$ cat src/gtm_pkg.sv
// package: register map, fields, reset values and codes of the timer
package gtm_pkg;
  localparam logic [7:0]  OFF_CFG         = 8'h00;
  localparam logic [7:0]  OFF_AMODE       = 8'h04;
  localparam logic [7:0]  OFF_BMODE       = 8'h08;
  localparam logic [7:0]  OFF_CTL         = 8'h0C;
  localparam logic [7:0]  OFF_IMR         = 8'h18;
  localparam logic [7:0]  OFF_RIS         = 8'h1C;
  localparam logic [7:0]  OFF_MIS         = 8'h20;
  localparam logic [7:0]  OFF_ICR         = 8'h24;
  localparam logic [7:0]  OFF_AILR        = 8'h28;
  localparam logic [7:0]  OFF_BILR        = 8'h2C;
  localparam logic [7:0]  OFF_AMATCH      = 8'h30;
  localparam logic [7:0]  OFF_BMATCH      = 8'h34;
  localparam logic [7:0]  OFF_APR         = 8'h38;
  localparam logic [7:0]  OFF_BPR         = 8'h3C;
  localparam logic [7:0]  OFF_AVAL        = 8'h48;
  localparam logic [7:0]  OFF_BVAL        = 8'h4C;
  // global configuration codes
  localparam logic [2:0]  CFG_32          = 3'h0;
  localparam logic [2:0]  CFG_RTC         = 3'h1;
  localparam logic [2:0]  CFG_SPLIT       = 3'h4;
  // half mode register fields
  localparam logic [1:0]  MODE_ONESHOT    = 2'h1;
  localparam logic [1:0]  MODE_PERIODIC   = 2'h2;
  localparam logic [1:0]  MODE_CAPTURE    = 2'h3;
  localparam int          MODE_CMR_BIT    = 2;
  localparam int          MODE_AMS_BIT    = 3;
  // control register fields, half b sits one stride above half a
  localparam int          CTL_EN_BIT      = 0;
  localparam int          CTL_EVT_LSB     = 2;
  localparam int          CTL_RTC_BIT     = 4;
  localparam int          CTL_INV_BIT     = 6;
  localparam int          CTL_STRIDE      = 8;
  localparam logic [1:0]  EVT_RISE        = 2'h0;
  localparam logic [1:0]  EVT_FALL        = 2'h1;
  localparam logic [1:0]  EVT_BOTH        = 2'h3;
  // status / mask / clear bit positions
  localparam int          ST_TO_BIT       = 0;
  localparam int          ST_CM_BIT       = 1;
  localparam int          ST_CE_BIT       = 2;
  localparam int          ST_RTC_BIT      = 3;
  localparam int          ST_STRIDE       = 8;
  localparam logic [31:0] ST_USED         = 32'h0000070F;
  // reset values
  localparam logic [31:0] RST_ILR_A       = 32'hFFFFFFFF;
  localparam logic [31:0] RST_ILR_B       = 32'h0000FFFF;
  localparam logic [31:0] RST_ZERO        = 32'h00000000;
  localparam logic [31:0] MASK16          = 32'h0000FFFF;
  localparam logic [31:0] MASK32          = 32'hFFFFFFFF;
  localparam logic [7:0]  RST_PR          = 8'h00;
  // bus answers
  localparam logic [1:0]  RESP_OKAY       = 2'h0;
  localparam logic [1:0]  RESP_SLVERR     = 2'h2;
endpackage

$ cat src/gtm_top.sv
// general purpose timer with axi4-lite register slave
//
// How it works
// RL1 - software enables the timer clock gate first
// RL2 - software stops the timer before reconfiguring
// RL3 - config 0x0 selects 32-bit one-shot/periodic
// RL4 - config 0x1 selects 32-bit real-time counter
// RL5 - config 0x4 splits into two 16-bit halves
// RL6 - mode 0x1 one-shot, 0x2 periodic
// RL7 - one-shot stops at time-out, periodic continues
// RL8 - time-out sets sticky flag, write-one clears
// RL9 - time-out interrupt only when masked in
// RL10 - outside supplies 32.768 kHz on capture pin
// RL11 - real-time count reaching match reloads zero
// RL12 - real-time match flag needs no clearing
// RL13 - prescaler extends 16-bit timer count range
// RL14 - capture bit 0, mode 0x3: edge count
// RL15 - edge count stops after programmed events
// RL16 - count reached sets sticky match flag
// RL17 - capture bit 1, mode 0x3: edge timing
// RL18 - captured value readable, capture flag set
// RL19 - edge timing keeps running; reload next cycle
// RL20 - alt bit 1, capture 0, mode 0x2: pwm
// RL21 - pwm polarity follows invert bit
// RL22 - pwm runs continuously; new period next cycle
// RL23 - pwm high at start, low at match
// RL24 - each edge decrements, reload and stop at match
// RL25 - masked status is raw and mask, ored; the code ands them (ris & interrupt_mask_reg)
// RL26 - capture pins synchronised before edge detect
//
// Implementation choices: register access over AXI4-Lite and the placing of the registers.
`timescale 1ns/1ps
module gtm_top (
  // clock and reset
  input  wire logic        core_clk,
  input  wire logic        reset_n,
  // axi4-lite write channels
  input  wire logic [7:0]  s_axi_awaddr,
  input  wire logic        s_axi_awvalid,
  output logic             s_axi_awready,
  input  wire logic [31:0] s_axi_wdata,
  input  wire logic [3:0]  s_axi_wstrb,
  input  wire logic        s_axi_wvalid,
  output logic             s_axi_wready,
  output logic [1:0]       s_axi_bresp,
  output logic             s_axi_bvalid,
  input  wire logic        s_axi_bready,
  // axi4-lite read channels
  input  wire logic [7:0]  s_axi_araddr,
  input  wire logic        s_axi_arvalid,
  output logic             s_axi_arready,
  output logic [31:0]      s_axi_rdata,
  output logic [1:0]       s_axi_rresp,
  output logic             s_axi_rvalid,
  input  wire logic        s_axi_rready,
  // timer pins
  input  wire logic [1:0]  capture_pin,
  output logic [1:0]       pwm_out,
  output logic             irq
);
  import gtm_pkg::*;

  // software visible state
  logic [2:0]  global_config_reg;
  logic [3:0]  half_mode_reg [0:1];
  logic [31:0] control_reg;
  logic [31:0] interrupt_mask_reg;
  logic [31:0] raw_status_reg;
  logic [31:0] interval_load_reg [0:1];
  logic [31:0] match_reg [0:1];
  logic [7:0]  prescale_reg [0:1];
  // bus slave state
  logic        awready_reg;
  logic        wready_reg;
  logic        bvalid_reg;
  logic [1:0]  bresp_reg;
  logic        arready_reg;
  logic        rvalid_reg;
  logic [31:0] rdata_reg;
  logic [1:0]  rresp_reg;
  logic        aw_have_reg;
  logic        w_have_reg;
  logic [7:0]  aw_addr_reg;
  logic [31:0] w_data_reg;
  logic [3:0]  w_strb_reg;
  // timer state per half
  logic [31:0] cnt_reg [0:1];
  logic [31:0] cap_reg [0:1];
  logic [7:0]  ps_reg [0:1];
  logic        pwm_lvl_reg [0:1];
  logic        ilr_load_reg [0:1];
  logic [1:0]  pwm_out_reg;
  logic        irq_reg;
  // combinational
  logic        wr_fire;
  logic        split;
  logic [31:0] wmask;
  logic [31:0] clear_bits;
  logic [31:0] set_bits;
  logic [31:0] ris;
  logic        rtc_match;
  logic [31:0] rd_data;
  logic        rd_ok;
  logic        ev_to [0:1];
  logic        ev_cm [0:1];
  logic        ev_ce [0:1];
  logic        stop [0:1];
  logic [31:0] tval [0:1];

  function automatic logic [31:0] merge(input logic [31:0] old_v,
                                        input logic [31:0] new_v,
                                        input logic [3:0]  strb);
    logic [31:0] r;
    r = old_v;
    for (int i = 0; i < 4; i++) begin
      if (strb[i]) begin
        r[i*8 +: 8] = new_v[i*8 +: 8];
      end
    end
    return r;
  endfunction

  function automatic logic mapped(input logic [7:0] a);
    return a == OFF_CFG || a == OFF_AMODE || a == OFF_BMODE || a == OFF_CTL ||
           a == OFF_IMR || a == OFF_RIS || a == OFF_MIS || a == OFF_ICR ||
           a == OFF_AILR || a == OFF_BILR || a == OFF_AMATCH ||
           a == OFF_BMATCH || a == OFF_APR || a == OFF_BPR ||
           a == OFF_AVAL || a == OFF_BVAL;
  endfunction

  function automatic logic wr_hit(input logic fire, input logic [7:0] a,
                                  input logic [7:0] off);
    return fire && a == off;
  endfunction

  assign s_axi_awready = awready_reg;
  assign s_axi_wready  = wready_reg;
  assign s_axi_bvalid  = bvalid_reg;
  assign s_axi_bresp   = bresp_reg;
  assign s_axi_arready = arready_reg;
  assign s_axi_rvalid  = rvalid_reg;
  assign s_axi_rdata   = rdata_reg;
  assign s_axi_rresp   = rresp_reg;
  assign pwm_out       = pwm_out_reg;
  assign irq           = irq_reg;

  // address and data are taken in either order, then written together
  assign wr_fire = aw_have_reg && w_have_reg && !bvalid_reg;

  always_ff @(posedge core_clk or negedge reset_n) begin
    if (!reset_n) begin
      awready_reg <= 1'b1;
      wready_reg  <= 1'b1;
      aw_have_reg <= 1'b0;
      w_have_reg  <= 1'b0;
      aw_addr_reg <= 8'h00;
      w_data_reg  <= RST_ZERO;
      w_strb_reg  <= 4'h0;
      bvalid_reg  <= 1'b0;
      bresp_reg   <= RESP_OKAY;
    end else begin
      if (s_axi_awvalid && awready_reg) begin
        aw_addr_reg <= s_axi_awaddr;
        aw_have_reg <= 1'b1;
        awready_reg <= 1'b0;
      end
      if (s_axi_wvalid && wready_reg) begin
        w_data_reg <= s_axi_wdata;
        w_strb_reg <= s_axi_wstrb;
        w_have_reg <= 1'b1;
        wready_reg <= 1'b0;
      end
      if (wr_fire) begin
        aw_have_reg <= 1'b0;
        w_have_reg  <= 1'b0;
        bvalid_reg  <= 1'b1;
        bresp_reg   <= mapped(aw_addr_reg) ? RESP_OKAY : RESP_SLVERR;
      end
      if (bvalid_reg && s_axi_bready) begin
        bvalid_reg  <= 1'b0;
        awready_reg <= 1'b1;
        wready_reg  <= 1'b1;
      end
    end
  end

  always_ff @(posedge core_clk or negedge reset_n) begin
    if (!reset_n) begin
      arready_reg <= 1'b1;
      rvalid_reg  <= 1'b0;
      rdata_reg   <= RST_ZERO;
      rresp_reg   <= RESP_OKAY;
    end else begin
      if (s_axi_arvalid && arready_reg) begin
        arready_reg <= 1'b0;
        rvalid_reg  <= 1'b1;
        rdata_reg   <= rd_data;
        rresp_reg   <= rd_ok ? RESP_OKAY : RESP_SLVERR;
      end else if (rvalid_reg && s_axi_rready) begin
        rvalid_reg  <= 1'b0;
        arready_reg <= 1'b1;
      end
    end
  end

  // configuration registers
  always_ff @(posedge core_clk or negedge reset_n) begin
    if (!reset_n) begin
      global_config_reg    <= CFG_32;
      half_mode_reg[0]     <= 4'h0;
      half_mode_reg[1]     <= 4'h0;
      interrupt_mask_reg   <= RST_ZERO;
      interval_load_reg[0] <= RST_ILR_A;
      interval_load_reg[1] <= RST_ILR_B;
      match_reg[0]         <= RST_ILR_A;
      match_reg[1]         <= RST_ILR_B;
      prescale_reg[0]      <= RST_PR;
      prescale_reg[1]      <= RST_PR;
    end else begin
      if (wr_hit(wr_fire, aw_addr_reg, OFF_CFG))
        global_config_reg <= 3'(merge({29'h0, global_config_reg}, w_data_reg, w_strb_reg));
      if (wr_hit(wr_fire, aw_addr_reg, OFF_AMODE))
        half_mode_reg[0] <= 4'(merge({28'h0, half_mode_reg[0]}, w_data_reg, w_strb_reg));
      if (wr_hit(wr_fire, aw_addr_reg, OFF_BMODE))
        half_mode_reg[1] <= 4'(merge({28'h0, half_mode_reg[1]}, w_data_reg, w_strb_reg));
      if (wr_hit(wr_fire, aw_addr_reg, OFF_IMR))
        interrupt_mask_reg <= merge(interrupt_mask_reg, w_data_reg, w_strb_reg) & ST_USED;
      if (wr_hit(wr_fire, aw_addr_reg, OFF_AILR))
        interval_load_reg[0] <= merge(interval_load_reg[0], w_data_reg, w_strb_reg);
      if (wr_hit(wr_fire, aw_addr_reg, OFF_BILR))
        interval_load_reg[1] <= merge(interval_load_reg[1], w_data_reg, w_strb_reg) & MASK16;
      if (wr_hit(wr_fire, aw_addr_reg, OFF_AMATCH))
        match_reg[0] <= merge(match_reg[0], w_data_reg, w_strb_reg);
      if (wr_hit(wr_fire, aw_addr_reg, OFF_BMATCH))
        match_reg[1] <= merge(match_reg[1], w_data_reg, w_strb_reg) & MASK16;
      if (wr_hit(wr_fire, aw_addr_reg, OFF_APR))
        prescale_reg[0] <= 8'(merge({24'h0, prescale_reg[0]}, w_data_reg, w_strb_reg));
      if (wr_hit(wr_fire, aw_addr_reg, OFF_BPR))
        prescale_reg[1] <= 8'(merge({24'h0, prescale_reg[1]}, w_data_reg, w_strb_reg));
    end
  end

  // control: hardware clear of run enable overrides a bus write in the same cycle
  always_ff @(posedge core_clk or negedge reset_n) begin
    if (!reset_n) begin
      control_reg <= RST_ZERO;
    end else begin
      if (wr_hit(wr_fire, aw_addr_reg, OFF_CTL))
        control_reg <= merge(control_reg, w_data_reg, w_strb_reg);
      if (stop[0])
        control_reg[CTL_EN_BIT] <= 1'b0; // RL7 RL15
      if (stop[1])
        control_reg[CTL_STRIDE + CTL_EN_BIT] <= 1'b0; // RL7 RL15
    end
  end

  assign split = global_config_reg[2]; // RL5
  assign wmask = split ? MASK16 : MASK32;

  genvar h;
  generate
    for (h = 0; h < 2; h++) begin : g_half
      localparam int CB = h * CTL_STRIDE;
      logic        sync1_reg;
      logic        sync2_reg;
      logic        prev_reg;
      logic        rise;
      logic        fall;
      logic        edge_hit;
      logic        en;
      logic        is_rtc;
      logic        is_tmr;
      logic        is_cnt;
      logic        is_time;
      logic        is_pwm;
      logic        ps_zero;
      logic [1:0]  evt;
      logic [1:0]  mode;
      logic [31:0] cur;
      logic [31:0] ilrv;
      logic [31:0] mtch;

      // two stage synchroniser, edges judged on the second stage only
      always_ff @(posedge core_clk or negedge reset_n) begin
        if (!reset_n) begin
          sync1_reg <= 1'b0;
          sync2_reg <= 1'b0;
          prev_reg  <= 1'b0;
        end else begin
          sync1_reg <= capture_pin[h]; // RL26
          sync2_reg <= sync1_reg;
          prev_reg  <= sync2_reg;
        end
      end

      always_comb begin
        rise     = sync2_reg && !prev_reg;
        fall     = !sync2_reg && prev_reg;
        evt      = control_reg[CB + CTL_EVT_LSB +: 2];
        edge_hit = (rise && evt != EVT_FALL) || (fall && (evt == EVT_FALL || evt == EVT_BOTH));
        en       = control_reg[CB + CTL_EN_BIT];
        mode     = half_mode_reg[h][1:0];
        is_rtc   = h == 0 && global_config_reg == CFG_RTC; // RL4
        is_cnt   = split && mode == MODE_CAPTURE && !half_mode_reg[h][MODE_CMR_BIT]; // RL14
        is_time  = split && mode == MODE_CAPTURE && half_mode_reg[h][MODE_CMR_BIT]; // RL17
        is_pwm   = split && mode == MODE_PERIODIC && half_mode_reg[h][MODE_AMS_BIT] &&
                   !half_mode_reg[h][MODE_CMR_BIT]; // RL20
        is_tmr   = (split || (h == 0 && global_config_reg == CFG_32)) && !is_pwm &&
                   (mode == MODE_ONESHOT || mode == MODE_PERIODIC); // RL3 RL6
        cur      = cnt_reg[h] & wmask;
        ilrv     = interval_load_reg[h] & wmask;
        mtch     = match_reg[h] & wmask;
        ps_zero  = !split || ps_reg[h] == RST_PR; // RL13
        ev_to[h] = en && is_tmr && ps_zero && cur == RST_ZERO; // RL8
        ev_cm[h] = en && is_cnt && cur == mtch; // RL16
        ev_ce[h] = en && is_time && edge_hit; // RL18
        stop[h]  = (ev_to[h] && mode == MODE_ONESHOT) || ev_cm[h];
        tval[h]  = (is_time ? cap_reg[h] : cnt_reg[h]) & wmask; // RL18
      end

      // a load register write reaches the counter on the following edge, except in real-time mode
      always_ff @(posedge core_clk or negedge reset_n) begin
        if (!reset_n)
          ilr_load_reg[h] <= 1'b0;
        else
          ilr_load_reg[h] <= wr_hit(wr_fire, aw_addr_reg, h == 0 ? OFF_AILR : OFF_BILR);
      end

      always_ff @(posedge core_clk or negedge reset_n) begin
        if (!reset_n) begin
          cnt_reg[h] <= h == 0 ? RST_ILR_A : RST_ILR_B;
          cap_reg[h] <= RST_ZERO;
          ps_reg[h]  <= RST_PR;
        end else if (ilr_load_reg[h] && !is_rtc) begin
          cnt_reg[h] <= ilrv; // RL19 RL22
          ps_reg[h]  <= prescale_reg[h];
        end else if (en) begin
          if (is_rtc) begin
            if (rise && control_reg[CTL_RTC_BIT])
              cnt_reg[h] <= cnt_reg[h] == match_reg[h] ? RST_ZERO : cnt_reg[h] + 32'h1; // RL11
          end else if (is_cnt) begin
            if (cur == mtch)
              cnt_reg[h] <= ilrv; // RL24
            else if (edge_hit)
              cnt_reg[h] <= cur - 32'h1; // RL24
          end else if (is_time) begin
            if (edge_hit)
              cap_reg[h] <= cur; // RL18
            cnt_reg[h] <= cur == RST_ZERO ? ilrv : cur - 32'h1; // RL19
          end else if (is_tmr || is_pwm) begin
            if (!ps_zero) begin
              ps_reg[h] <= ps_reg[h] - 8'h1; // RL13
            end else begin
              ps_reg[h]  <= split ? prescale_reg[h] : RST_PR;
              cnt_reg[h] <= cur == RST_ZERO ? ilrv : cur - 32'h1; // RL7 RL22
            end
          end
        end
      end

      // no status is touched in pwm mode
      always_ff @(posedge core_clk or negedge reset_n) begin
        if (!reset_n)
          pwm_lvl_reg[h] <= 1'b0;
        else if (!(en && is_pwm))
          pwm_lvl_reg[h] <= 1'b0;
        else if (cur == ilrv)
          pwm_lvl_reg[h] <= 1'b1; // RL23
        else if (cur == mtch)
          pwm_lvl_reg[h] <= 1'b0; // RL23
      end
    end
  endgenerate

  always_ff @(posedge core_clk or negedge reset_n) begin
    if (!reset_n)
      pwm_out_reg <= 2'b00;
    else
      pwm_out_reg <= {pwm_lvl_reg[1] ^ control_reg[CTL_STRIDE + CTL_INV_BIT],
                      pwm_lvl_reg[0] ^ control_reg[CTL_INV_BIT]}; // RL21
  end

  // real-time match is a level, so it falls by itself on the next tick
  assign rtc_match = global_config_reg == CFG_RTC && control_reg[CTL_EN_BIT] &&
                     cnt_reg[0] == match_reg[0]; // RL12

  always_comb begin
    clear_bits = RST_ZERO;
    set_bits   = RST_ZERO;
    if (wr_hit(wr_fire, aw_addr_reg, OFF_ICR))
      clear_bits = merge(RST_ZERO, w_data_reg, w_strb_reg);
    for (int i = 0; i < 2; i++) begin
      set_bits[i * ST_STRIDE + ST_TO_BIT] = ev_to[i];
      set_bits[i * ST_STRIDE + ST_CM_BIT] = ev_cm[i];
      set_bits[i * ST_STRIDE + ST_CE_BIT] = ev_ce[i];
    end
    ris = raw_status_reg;
    ris[ST_RTC_BIT] = rtc_match;
  end

  // set wins over a clear in the same cycle
  always_ff @(posedge core_clk or negedge reset_n) begin
    if (!reset_n)
      raw_status_reg <= RST_ZERO;
    else
      raw_status_reg <= (raw_status_reg & ~clear_bits) | set_bits; // RL8 RL16 RL18
  end

  always_ff @(posedge core_clk or negedge reset_n) begin
    if (!reset_n)
      irq_reg <= 1'b0;
    else
      irq_reg <= |(ris & interrupt_mask_reg); // RL9 RL25
  end

  always_comb begin
    rd_ok   = mapped(s_axi_araddr);
    rd_data = RST_ZERO;
    case (s_axi_araddr)
      OFF_CFG:    rd_data = {29'h0, global_config_reg};
      OFF_AMODE:  rd_data = {28'h0, half_mode_reg[0]};
      OFF_BMODE:  rd_data = {28'h0, half_mode_reg[1]};
      OFF_CTL:    rd_data = control_reg;
      OFF_IMR:    rd_data = interrupt_mask_reg;
      OFF_RIS:    rd_data = ris;
      OFF_MIS:    rd_data = ris & interrupt_mask_reg; // RL25
      OFF_AILR:   rd_data = interval_load_reg[0];
      OFF_BILR:   rd_data = interval_load_reg[1];
      OFF_AMATCH: rd_data = match_reg[0];
      OFF_BMATCH: rd_data = match_reg[1];
      OFF_APR:    rd_data = {24'h0, prescale_reg[0]};
      OFF_BPR:    rd_data = {24'h0, prescale_reg[1]};
      OFF_AVAL:   rd_data = tval[0];
      OFF_BVAL:   rd_data = tval[1];
      default:    rd_data = RST_ZERO;
    endcase
  end
endmodule

$ cat config.mk
export PLATFORM = sky130hd
export DESIGN_NAME = gtm_top
export DESIGN_NICKNAME = d
export VERILOG_FILES = /design/src/gtm_pkg.sv /design/src/gtm_top.sv
export SDC_FILE = /design/constraint.sdc
export NUM_CORES = 1
export LEC_CHECK = 0
export ABC_AREA = 1
export BUFFER_PORTS_ARGS = -buffer_cell sky130_fd_sc_hd__buf_2
export CORE_MARGIN = 2
export CORE_UTILIZATION = 45
export DETAILED_ROUTE_END_ITERATION = 12
export SYNTH_ARGS = -nofsm -noshare
export SYNTH_HDL_FRONTEND = slang
export SYNTH_SLANG_ARGS = --single-unit
$ cat constraint.sdc
create_clock -name core_clk -period 2 [get_ports core_clk]
set_input_delay 0.3 -clock core_clk [delete_from_list [all_inputs] [get_ports core_clk]]
set_output_delay 0.3 -clock core_clk [all_outputs]
set_load 0.05 [all_outputs]
==> Word-level counts from Yosys, hierarchy flattened <==
Cells that the tools add are included.
{ "word_totals": {"regBits": 438} }
{ "op_classes": {"addsub": 5, "n_eq_ne": 58, "n_mux": 72, "bitwise": 19, "n_reduce_logical": 176} }
{ "ops": {"columns": ["cell", "count"], "rows": [
  ["$mux 32", 25],
  ["$pmux 32 s15", 1],
  ["$and 32x32->32", 7],
  ["$eq 32x32->1", 5],
  ["$mux 8", 20],
  ["$eq 8x6->1 const B", 16],
  ["$logic_and 1x1->1", 65],
  ["$and 16x32->32", 2],
  ["$logic_not 32->1", 2],
  ["$sub 32x1->32 const B", 2],
  ["$reduce_and 2->1", 25],
  ["$logic_or 1x1->1", 43],
  ["$add 32x1->32 const B", 1],
  ["$and 32x11->32", 1],
  ["$eq 8x4->1 const B", 4],
  ["$eq 8x5->1 const B", 4],
  ["$eq 8x7->1 const B", 4],
  ["$logic_not 8->1", 4],
  ["$not 32->32", 1],
  ["$or 32x11->32", 1],
  ["$reduce_or 32->1", 1],
  ["$reduce_bool 2->1", 14],
  ["$mux 1", 23],
  ["$eq 8x3->1 const B", 2],
  ["other kinds (21)", 57]
]} }

==> Depth between registers and ports, before layout <==
Gate-level depths: netlist (run 1).
{ "depth": {"word_depth": 17, "depth_mapped": 18, "ltp_nobuf": 16} }

==> Worst setup path before layout (run 1) <==
OpenSTA, ideal clock, no wires.
{ "synth_path": {"kind": "reg2reg", "start": "register cnt_reg[0] in the netlist's numbering", "end": "register cnt_reg[30] in the netlist's numbering", "setup_time_ps": 83, "t_arrival_ps": 2115, "slack_ps": -198, "stages_incl_launch_ff": 13, "path_buffers": 1, "period_less_slack_ps": 2198, "cell_sequence": "dfstp_2 -> clkbuf_1 -> inv_1 -> ha_1 -> nand2_1 -> nor3_1 -> nand2_1 -> nor2_1 -> inv_1 -> nor3_1 -> nand2_1 -> xnor2_1 -> o21ai_0"} }
{ "synth_between": {"elab_chain_cells": 9} }
{ "synth_rtl": {"columns": ["item", "line_no", "source"], "rows": [
  ["start, declared", "gtm_top.sv:87", "logic [31:0] cnt_reg [0:1];"],
  ["start signal, assigned by index", "gtm_top.sv:331", "cnt_reg[h] <= h == 0 ? RST_ILR_A : RST_ILR_B;"],
  ["start signal, assigned by index", "gtm_top.sv:335", "cnt_reg[h] <= ilrv;"],
  ["start signal, assigned by index", "gtm_top.sv:340", "cnt_reg[h] <= cnt_reg[h] == match_reg[h] ? RST_ZERO : cnt_reg[h] + 32'h1;"],
  ["$and 32x32->32 (*)", "gtm_top.sv:310", "cur = cnt_reg[h] & wmask;"],
  ["$sub 32x1->32 or $logic_not 32->1 (tied branches)", "gtm_top.sv:345, gtm_top.sv:349, gtm_top.sv:355", null],
  ["$mux 32", "gtm_top.sv:349, gtm_top.sv:355", null],
  ["$mux 32", "gtm_top.sv:351", "if (!ps_zero) begin"],
  ["$mux 32", "gtm_top.sv:350", "end else if (is_tmr || is_pwm) begin"],
  ["$mux 32", "gtm_top.sv:346", "end else if (is_time) begin"],
  ["$mux 32", "gtm_top.sv:341", "end else if (is_cnt) begin"],
  ["$mux 32", "gtm_top.sv:337", "end else if (en) begin"],
  ["$mux 32", "gtm_top.sv:334", "end else if (ilr_load_reg[h] && !is_rtc) begin"]
]} }
Mark *: on every way between the ends. The rest lies on a longest branch, timed or not. The select of a mux whose other input is x is not followed.
A chain may end at the register's enable or synchronous reset.

==> Worst setup path after layout (run 1) <==
{ "layout_path": {"start": "register global_config_reg[2]", "end": "register cnt_reg[26] in the netlist's numbering"} }
{ "layout_between": {"elab_chain_cells": 10} }
{ "layout_rtl": {"columns": ["item", "line_no", "source"], "rows": [
  ["start, declared", "gtm_top.sv:64", "logic [2:0] global_config_reg;"],
  ["start signal, assigned", "gtm_top.sv:221", "global_config_reg <= 3'(merge({29'h0, global_config_reg}, w_data_reg, w_strb_reg));"],
  ["$mux 32", "gtm_top.sv:258", "assign wmask = split ? MASK16 : MASK32;"],
  ["$and 32x32->32", "gtm_top.sv:310", null],
  ["$sub 32x1->32 or $logic_not 32->1 (tied branches)", "gtm_top.sv:345, gtm_top.sv:349, gtm_top.sv:355", null],
  ["$mux 32", "gtm_top.sv:349, gtm_top.sv:355", null],
  ["$mux 32", "gtm_top.sv:351", null],
  ["$mux 32", "gtm_top.sv:350", null],
  ["$mux 32", "gtm_top.sv:346", null],
  ["$mux 32", "gtm_top.sv:341", null],
  ["$mux 32", "gtm_top.sv:337", null],
  ["$mux 32", "gtm_top.sv:334", null],
  ["end signal, assigned by index", "gtm_top.sv:335", null],
  ["end signal, assigned by index", "gtm_top.sv:340", null],
  ["end signal, assigned by index", "gtm_top.sv:343", "cnt_reg[h] <= ilrv;"]
]} }
Several ways; a longest one is shown, not always the timed one. The select of a mux whose other input is x is not followed.

==> impl.org, run 1 <==
** Status
- The run finished, with violations left.
- The final reports fail on negative setup slack.

** Logic synthesis
- Sorting the synthesized cells by area gives the leading types as dfrtp_1 29%, nand2_1 16%, dfstp_2 16%.
- Register bit count reported by yosys :: 435
- Count of flip-flops with a built-in enable after synthesis :: 0
- Count of mapped cells out of synthesis :: approximately 3400
- The cell area that synthesis handed to floorplanning was 24900 µm².
- Most instantiated library cell after synthesis :: nand2_1
- Cell taking the most area after synthesis :: dfrtp_1
- The commonest cells after synthesis are 1046 x nand2_1, 401 x o21ai_0, 373 x inv_1, 288 x dfrtp_1, 216 x nor2_1.
- Most frequently used flop master after synthesis :: dfrtp_1
- Averaged over all synthesized cells, the footprint is between 7 and 8 µm².
- Post-synth cell types :: between 50 and 60
- Share of flip-flops with an asynchronous set or reset :: between 90% and 100%
- Summed over its instances, the top area cell type makes up 29.0% of the synthesized netlist area.
- Summing the sequential cell areas from Yosys gives 44.5% of the chip area.
- For this run, the number of Yosys warnings is 0.

** Placement
- Port bufs :: slightly above 100
- Placer congestion estimate :: approximately 1.0
- Cell Area, Placed :: 30400 µm²
- The HPWL after detailed placement is around 78000 µm.

** Global routing
- Maximum number of pins on one net before global-route repair :: 70
- GRT Resource Usage Total :: 36.2%
- Fraction of met1 tracks used by global routing :: 51.0%
- In this run the most used layer during global routing was met2.
- Summed over all layers, the global routing overflow is 0.
- Met2 usage in global routing :: 56.6%
- The number of antenna violations at the first check in global routing is 4.
- GR Layer Usage met3 :: 5.77%
- Via count of the first global-routing pass :: 26100
- The first global-routing pass estimated roughly 160000 µm of wire.

** Cells and area
- The area growth from synthesis to layout is 43.8%.
- The post-route netlist has 33.4% of its cells at a drive strength greater than 1.
- After routing the design area is 35700 µm².
- Fin nets :: 4201
- Fillers :: 4717

** Power
- The worst-case IR drop observed on VDD is 0.00122 V.
- Total power of the final layout :: between 40000 and 50000 µW
- The analysis attributes to cell leakage a power of 0.0178 µW.
- Total power divided by cell area :: 1210 nW/µm²

** Detailed routing
- WL final :: 105000 µm
- In the routed design, unresolved DRC markers number 0.
- Routed via count :: roughly 27000
- Once detail routing completed, the nets flagged for antenna violations numbered 0.
- Starting DRT DRC Count :: 2394
- In the routed layout, each cell is associated on average with a via count of ~5.5.
- In the final routed layout, each cell accounts on average for 21.6 µm.
- First-pass detailed-route iteration total :: 6

** Floorplanning
- The die is roughly 240 µm tall.
- For this configuration, the core starts out at a cell density of 45.3%.
- The floorplan step set the die width to 239 µm.
- Rows :: 86
- The floorplan step defined a die boundary enclosing ~57000 µm².
- The region available for standard cell placement spans about 55000 µm².
- Top-level I/O count :: 105

** Clock tree
- At the later pin of the worst-skew pair, clock insertion delay measures 0.62 ns.
- Clock buffer count from CTS :: 50
- TritonCTS built the clock tree.
- Number of H-tree levels :: 2
- The cell sitting at the root of the clock tree is a clkbuf_16.
- Maximum clock insertion buffer count :: 3
- Clock tree synthesis found a total of 435 sinks.
- After clock tree synthesis, the clock-pin slew on the worst setup and hold paths is 0.06 ns.

** Critical path
- Cell with the largest stage delay on the worst path :: dfrtp_1
- On the worst path, the slowest cell contributes a delay of 0.36 ns.
- Capturing element type of the critical path :: register
- CP Max Fanout :: 7
- R2r startpoint :: global_config_reg[2]
- The number of buffers and inverters on the critical path is 6.
- Cell class contributing the biggest share of worst-path delay :: buffers and inverters
- The worst setup path is launched from a register.
- STA puts the critical path data arrival time at 2.80 ns.
- Across all register-to-register paths, the minimum setup slack is -0.30 ns.
- The critical path goes through buf_4 > buf_6 > buf_6 > nand4_1 > o21ai_4 > a21oi_2 > nand2_2 > o21ai_4 > a21oi_4 > buf_12 > inv_16 > buf_8 > nand2_1 > o21ai_2.
- CP Class :: register to register
- Counting cells, the worst reg-to-reg path comes to 14.
- FF-to-FF End :: cnt_reg[26]
- Count of cell instances traversed by the critical path :: 14
- Following the worst setup path forward leads to its endpoint at cnt_reg[26].
- Data on the critical path is required at its endpoint by between 2 and 2.5 ns.
- In this run the worst setup path begins at global_config_reg[2].

** Run
- Max Cap Violations :: 0

** Timing
- Setup violation total in the final timing report :: 147
- Fin. Hold Viols :: 0
- Highest achievable clock rate :: 435 MHz
- Dividing the final minimum period by the clock period gives 115%.
- Setup repair after global routing missed its margin :: yes
- For the pin with the worst max-slew slack, the measured transition is 0.687 ns.
- Final count of pins violating max slew :: 0
- Relative slew margins :: 54.2%
- After layout, the minimum clock period comes to between 2 and 2.5 ns.
- Crit path setup slack, layout :: -0.301 ns
- Largest clock skew in the final design :: 0.0271 ns

** Min path
- The min-delay analysis places its worst path in the category primary input to asynchronous set/reset pin.
## power by group
| part | switching (µW) | internal, µW | leakage, µW |
|---|---|---|---|
| clock | 3930 | 5930 | 0.000866 |
| sequential | 724 | 10000 | 0.00544 |
| combinational | 13500 | 9260 | 0.0115 |
| total | 18200 | 25200 | 0.0178 |
## logic make-up after synthesis
| kind of cell | count (synthesis) | synth area share, % |
|---|---|---|
| AND/OR/NAND/NOR | 1621 | 26.9 |
| buffers and inverters | 552 | 8.97 |
| flip-flops | 435 | 44.5 |
| AO/OA/AOI/OAI | 660 | 14.9 |
| adder cells (fa/ha/maj) | 15 | 0.755 |
| XOR/XNOR | 106 | 3.74 |
| other | 1 | 0.0151 |
| multiplexers | 4 | 0.181 |
## stage by stage
| stage | utilization [%] | setup slack [ns] | hold slack [ns] | setup TNS (ns) | cells |
|---|---|---|---|---|---|
| 5_1_grt | 65.1 | -0.393 | 0.249 | -32.25 | 4872 |
| 4_1_cts | 62.6 | -0.276 | 0.228 | -16.37 | 4841 |
| 2_1_floorplan | - | 0.00758 | 0.00441 | 0 | 3395 |
| 3_3_place_gp | 55.5 | -0.848 | 0.280 | -50.03 | 4659 |
| 3_5_place_dp | 55.5 | -0.888 | 0.274 | -54.73 | 4659 |
| 6_report | 65.1 | -0.301 | 0.236 | -21.33 | 4873 |
## metal layers
layer | vias up | routed length, µm | share of wire (%)
li1 | 12500 | - | -
met1 | 12900 | 45200 | 43
met3 | 219 | 8940 | 8.5
met4 | 0 | 4150 | 3.9
met2 | 1127 | 46900 | 45
met5 | - | 0 | 0
## layout by cell type (no fill, tap or decap), types with 24 or more instances in the layout
master / count
inv_1: 358
o21ai_1: 60
nor3_1: 36
o21ai_0: 307
nand3_2: 39
a221oi_1: 28
a21oi_1: 51
a21oi_2: 28
nand2_4: 37
buf_8: 24
buf_4: 560
dfstp_2: 147
o22ai_1: 42
nand2_1: 941
nor2_2: 36
nor2_1: 172
o21ai_2: 35
nand3_1: 160
buf_12: 32
o31ai_1: 26
xor2_1: 81
dlygate4sd3_1: 52
nand4_1: 49
nand2_2: 77
buf_2: 101
clkbuf_16: 59
buf_6: 50
dfrtp_1: 288
xnor2_1: 25
## repair_timing
item,CTS,global route
pin swaps,91,122
endpoints found under the hold margin,82,0
endpoints found under the setup margin,184,234
buffers inserted,32,27
resized for setup,340,313
gates cloned,10,8
hold buffers,52,0
## final cells by class
cell class	instances	area [µm²]	share of cell area [%]
Multi-Input combinational cell	2409	13300	37.2
Sequential cell	435	11100	31.0
Timing Repair Buffer	833	7170	20.1
Inverter	395	1550	4.33
Clock buffer	73	1480	4.14
Tap cell	704	881	2.46
Clock inverter	21	295	0.826
Timing Repair inverter	1	7.51	0.0210
Antenna cell	2	5.00	0.0140
## how the worst min path moves through the flow
stage,from,end,slack (ns),depth (start not counted)
global placement,reset_n,cap_reg[7],0.28,1
CTS,reset_n,control_reg[5],0.23,2
global route,reset_n,control_reg[5],0.25,2
finish,reset_n,cap_reg[7],0.24,2
detailed placement,reset_n,cap_reg[7],0.27,1
floorplan,reset_n,aw_addr_reg[0],0.004,0
No activity file was read; power rests on OpenSTA's default activity.
==> inputs of run 2 (changes only) <==
--- a/config.mk
+++ b/config.mk
@@ -5,10 +5,10 @@
 export SDC_FILE = /design/constraint.sdc
 export NUM_CORES = 1
 export LEC_CHECK = 0
-export ABC_AREA = 1
 export BUFFER_PORTS_ARGS = -buffer_cell sky130_fd_sc_hd__buf_2
 export CORE_MARGIN = 2
 export CORE_UTILIZATION = 45
+export CTS_CLUSTER_SIZE = 8
 export DETAILED_ROUTE_END_ITERATION = 12
 export SYNTH_ARGS = -nofsm -noshare
 export SYNTH_HDL_FRONTEND = slang
==> impl.org, run 2 <==
** Status
- Result of the run :: finished, violations left
- Violations in the final reports :: negative setup slack

** Critical path
- Maximum single-stage delay on the critical path :: 0.55 ns
- Cell with the largest stage delay on the worst path :: dfstp_2
- Data arrival, critical path :: approximately 3.1 ns
- CP Class :: register to register
- STA classifies the critical path endpoint as a register.
- The signal on the critical path passes through xor2_1 > nor4_2 > nand4_1 > buf_4 > a311o_2 > or2_4 > or3_1 > o221ai_2.
- STA classifies the critical path startpoint as a register.
- CP Max Fanout :: 6
- Worst path required time :: 2.57 ns
- Crit path buffers/inverters :: 1
- On the critical path the largest part of the delay comes from simple AND/OR/NAND/NOR gates.

** Logic synthesis
- Most frequently used flop master after synthesis :: dfrtp_1
- Register bit count reported by yosys :: 435
- A synthesized cell averages approximately 10 µm².
- In the synthesized netlist the async set-or-reset flop fraction comes to 100%.
- Commonest cells in the netlist :: 288 x dfrtp_1, 258 x mux2_2, 165 x nand2_1, 147 x dfstp_2, 138 x nor2_1
- By area the synthesized netlist is led by dfrtp_1 31%, dfstp_2 17%, mux2_2 13%.
- Count of mapped cells out of synthesis :: 2214
- Post-synth cell types :: between 80 and 90
- Proportion of netlist area held by the largest area contributor :: just over 30%
- Yosys warnings :: 0
- Summed over all instances, the cell type with the most area after synthesis is dfrtp_1.
- Summing every instance area after synthesis gives 23200 µm².
- The synthesized design contains 0 enable-type register cells.
- In the post-synthesis netlist, the cell with the most instances is dfrtp_1.
- Part of the Yosys area used for sequential elements :: a little under half

** Timing
- Setup repair after global routing missed its margin :: yes
- Crit path setup slack, layout :: -0.576 ns
- Highest achievable clock rate :: 388 MHz
- Relative slew margins :: 35.9%
- Worst-Margin Slew :: 0.961 ns
- Final count of pins violating max slew :: 0
- Final worst-path cycle share :: 129%
- Setup violation total in the final timing report :: 162
- Between clock sinks in the finished design, the worst skew comes to 0.0268 ns.
- Fin Hold WS :: between 0.05 and 0.06 ns
- Period minus WS final :: 2.58 ns
- The count of final hold-check violations was 0.

** Placement
- Placed Instances :: between 3000 and 4000
- Worst Setup Slack post-DPL :: -0.780 ns
- DP Wirelength :: 63300 µm
- Buffers placed on the I/O ports in this run total 102.
- Placer congestion estimate :: 0.987

** Detailed routing
- Routed via count :: 21800
- WL final :: approximately 90000 µm
- The pre-antenna-repair detailed-routing pass consisted of 8 iterations.
- After detailed routing, the average wire length per cell comes to 24.6 µm.
- DRC violation count after routing :: 0
- Once detail routing completed, the nets flagged for antenna violations numbered 0.
- The first routing iteration left 2192 violations.
- After detailed routing, the number of vias per cell comes to roughly 6.0.

** Floorplanning
- Rows :: 83
- From left edge to right edge, the die measures 231 µm.
- Once the floorplan was initialized, standard cells occupied between 40 and 50% of the core.
- Die extent in y :: ~230 µm
- The core region is 51200 µm².
- During I/O placement, the number of pins put on the boundary was 105.
- The die covers ~53000 µm².

** Global routing
- GRT Resource Usage Total :: 33.3%
- The via count of the first global-routing pass was 21700.
- Antenna violations before repair :: 3
- For this run the aggregate overflow at the end of global routing stands at 0.
- Wire length of the first global-routing pass :: 134000 µm
- Maximum number of pins on one net before global-route repair :: 77

** Clock tree
- Number of H-tree levels :: 2
- TritonCTS built the clock tree.
- Clock-pin slew was measured on the worst setup and hold paths at 0.06 ns.
- Clock latency at the later pin of the worst-skew pair :: 0.64 ns
- Maximum clock insertion buffer count :: 3
- For this design, the sink count on the clock tree is approximately 440.
- The cell sitting at the root of the clock tree is a clkbuf_16.
- Counting the buffers created by CTS gives 60.

** Min path
- Worst Hold Class :: primary input to register

** Power
- Total power divided by cell area :: 721 nW/µm²
- Overall power consumption after layout is estimated at 24500 µW.
- Summed over all cells, the static leakage comes to 0.0156 µW.
- Largest voltage drop on the vdd net :: 0.000625 V

** Cells and area
- Commonest non-fill, non-tap cells in the layout :: 479 x buf_4, 285 x dfrtp_1, 215 x mux2_2, 147 x dfstp_2, 142 x nand2_1
- Area Overhead vs Synth :: 46.4%
- Of the cells placed in the final design, the portion with a size suffix greater than 1 is between 50% and 60%.
- Leaving out fill and tap cells, the most frequent cell in the layout is buf_4.
- For this run, the post-layout net count is 2985.
- For this run, the number of standard cells in the final layout without fillers is 3641.

** Run
- Max Cap Violations :: 0
-- run 2: worst paths after layout --
path                                     startpoint             endpoint  slack (ns)  cells after the start
worst min register to register  g_half[0].sync1_reg  g_half[0].sync2_reg        0.35                      0
worst max-delay path                  match_reg[34]          cnt_reg[51]       -0.58                      8
worst max register to register        match_reg[34]          cnt_reg[51]       -0.58                      8
worst min-delay path                   s_axi_bready         s_axi_bvalid        0.05                      3
min in group asynchronous                   reset_n      ilr_load_reg[1]        0.19                      2
max in group asynchronous                   reset_n          cnt_reg[39]        0.98                      3
-- run 2: metal layers --
layer  track usage (%)  wire [µm]
met1              46.1      38000
met5                 0         12
met4              14.3       4090
met2              50.5      39500
met3              7.23       8000
-- run 2: layout make-up --
cell class | instances | area (µm²)
clock inverters | 3 | 45.0
fillers | 3879 | 17200
well taps | 680 | 851
clock buffers | 110 | 1700
multi-input cells | 1574 | 13200
inverters | 59 | 229
flip-flops and latches | 435 | 11100
diodes | 1 | 2.50
repair buffers | 779 | 6870
-- run 2: repair_timing --
action	CTS	global route
gates cloned	14	2
endpoints found under the setup margin	255	269
resized for setup	282	211
hold buffers	54	0
pin swaps	151	139
hold endpoints to repair	179	0
buffers inserted	65	57
-- run 2: power by group --
group | switching [µW] | leakage (µW) | internal (µW)
sequential | 1350 | 0.00542 | 9490
clock | 3960 | 0.000826 | 5650
combinational | 2060 | 0.00934 | 2000
-- run 2: kinds of logic after synthesis --
logic type,synth area share (%)
adder cells (fa/ha/maj),0.808
multiplexers,15.1
flip-flops,47.7
other,0.0162
AO/OA/AOI/OAI,15.2
buffers and inverters,3.64
XOR/XNOR,4.19
AND/OR/NAND/NOR,13.4
-- run 2: worst register-to-register path: stages (launching register included) --
cell      delay [ns]
dfstp_2         0.55
xor2_1          0.08
nor4_2          0.34
nand4_1         0.23
buf_4           0.21
a311o_2         0.42
or2_4           0.29
or3_1           0.32
o221ai_2        0.06
-- run 2: metrics by stage --
step / utilization (%) / area (µm²) / setup TNS, ns
after floorplan: - / 23800 / -20.14
after global placement: 55.8 / 28500 / -51.75
after detailed placement: 55.8 / 28500 / -54.78
after CTS: 64.2 / 32900 / -43.22
after global routing: 66.4 / 34000 / -54.44
final: 66.4 / 34000 / -42.94
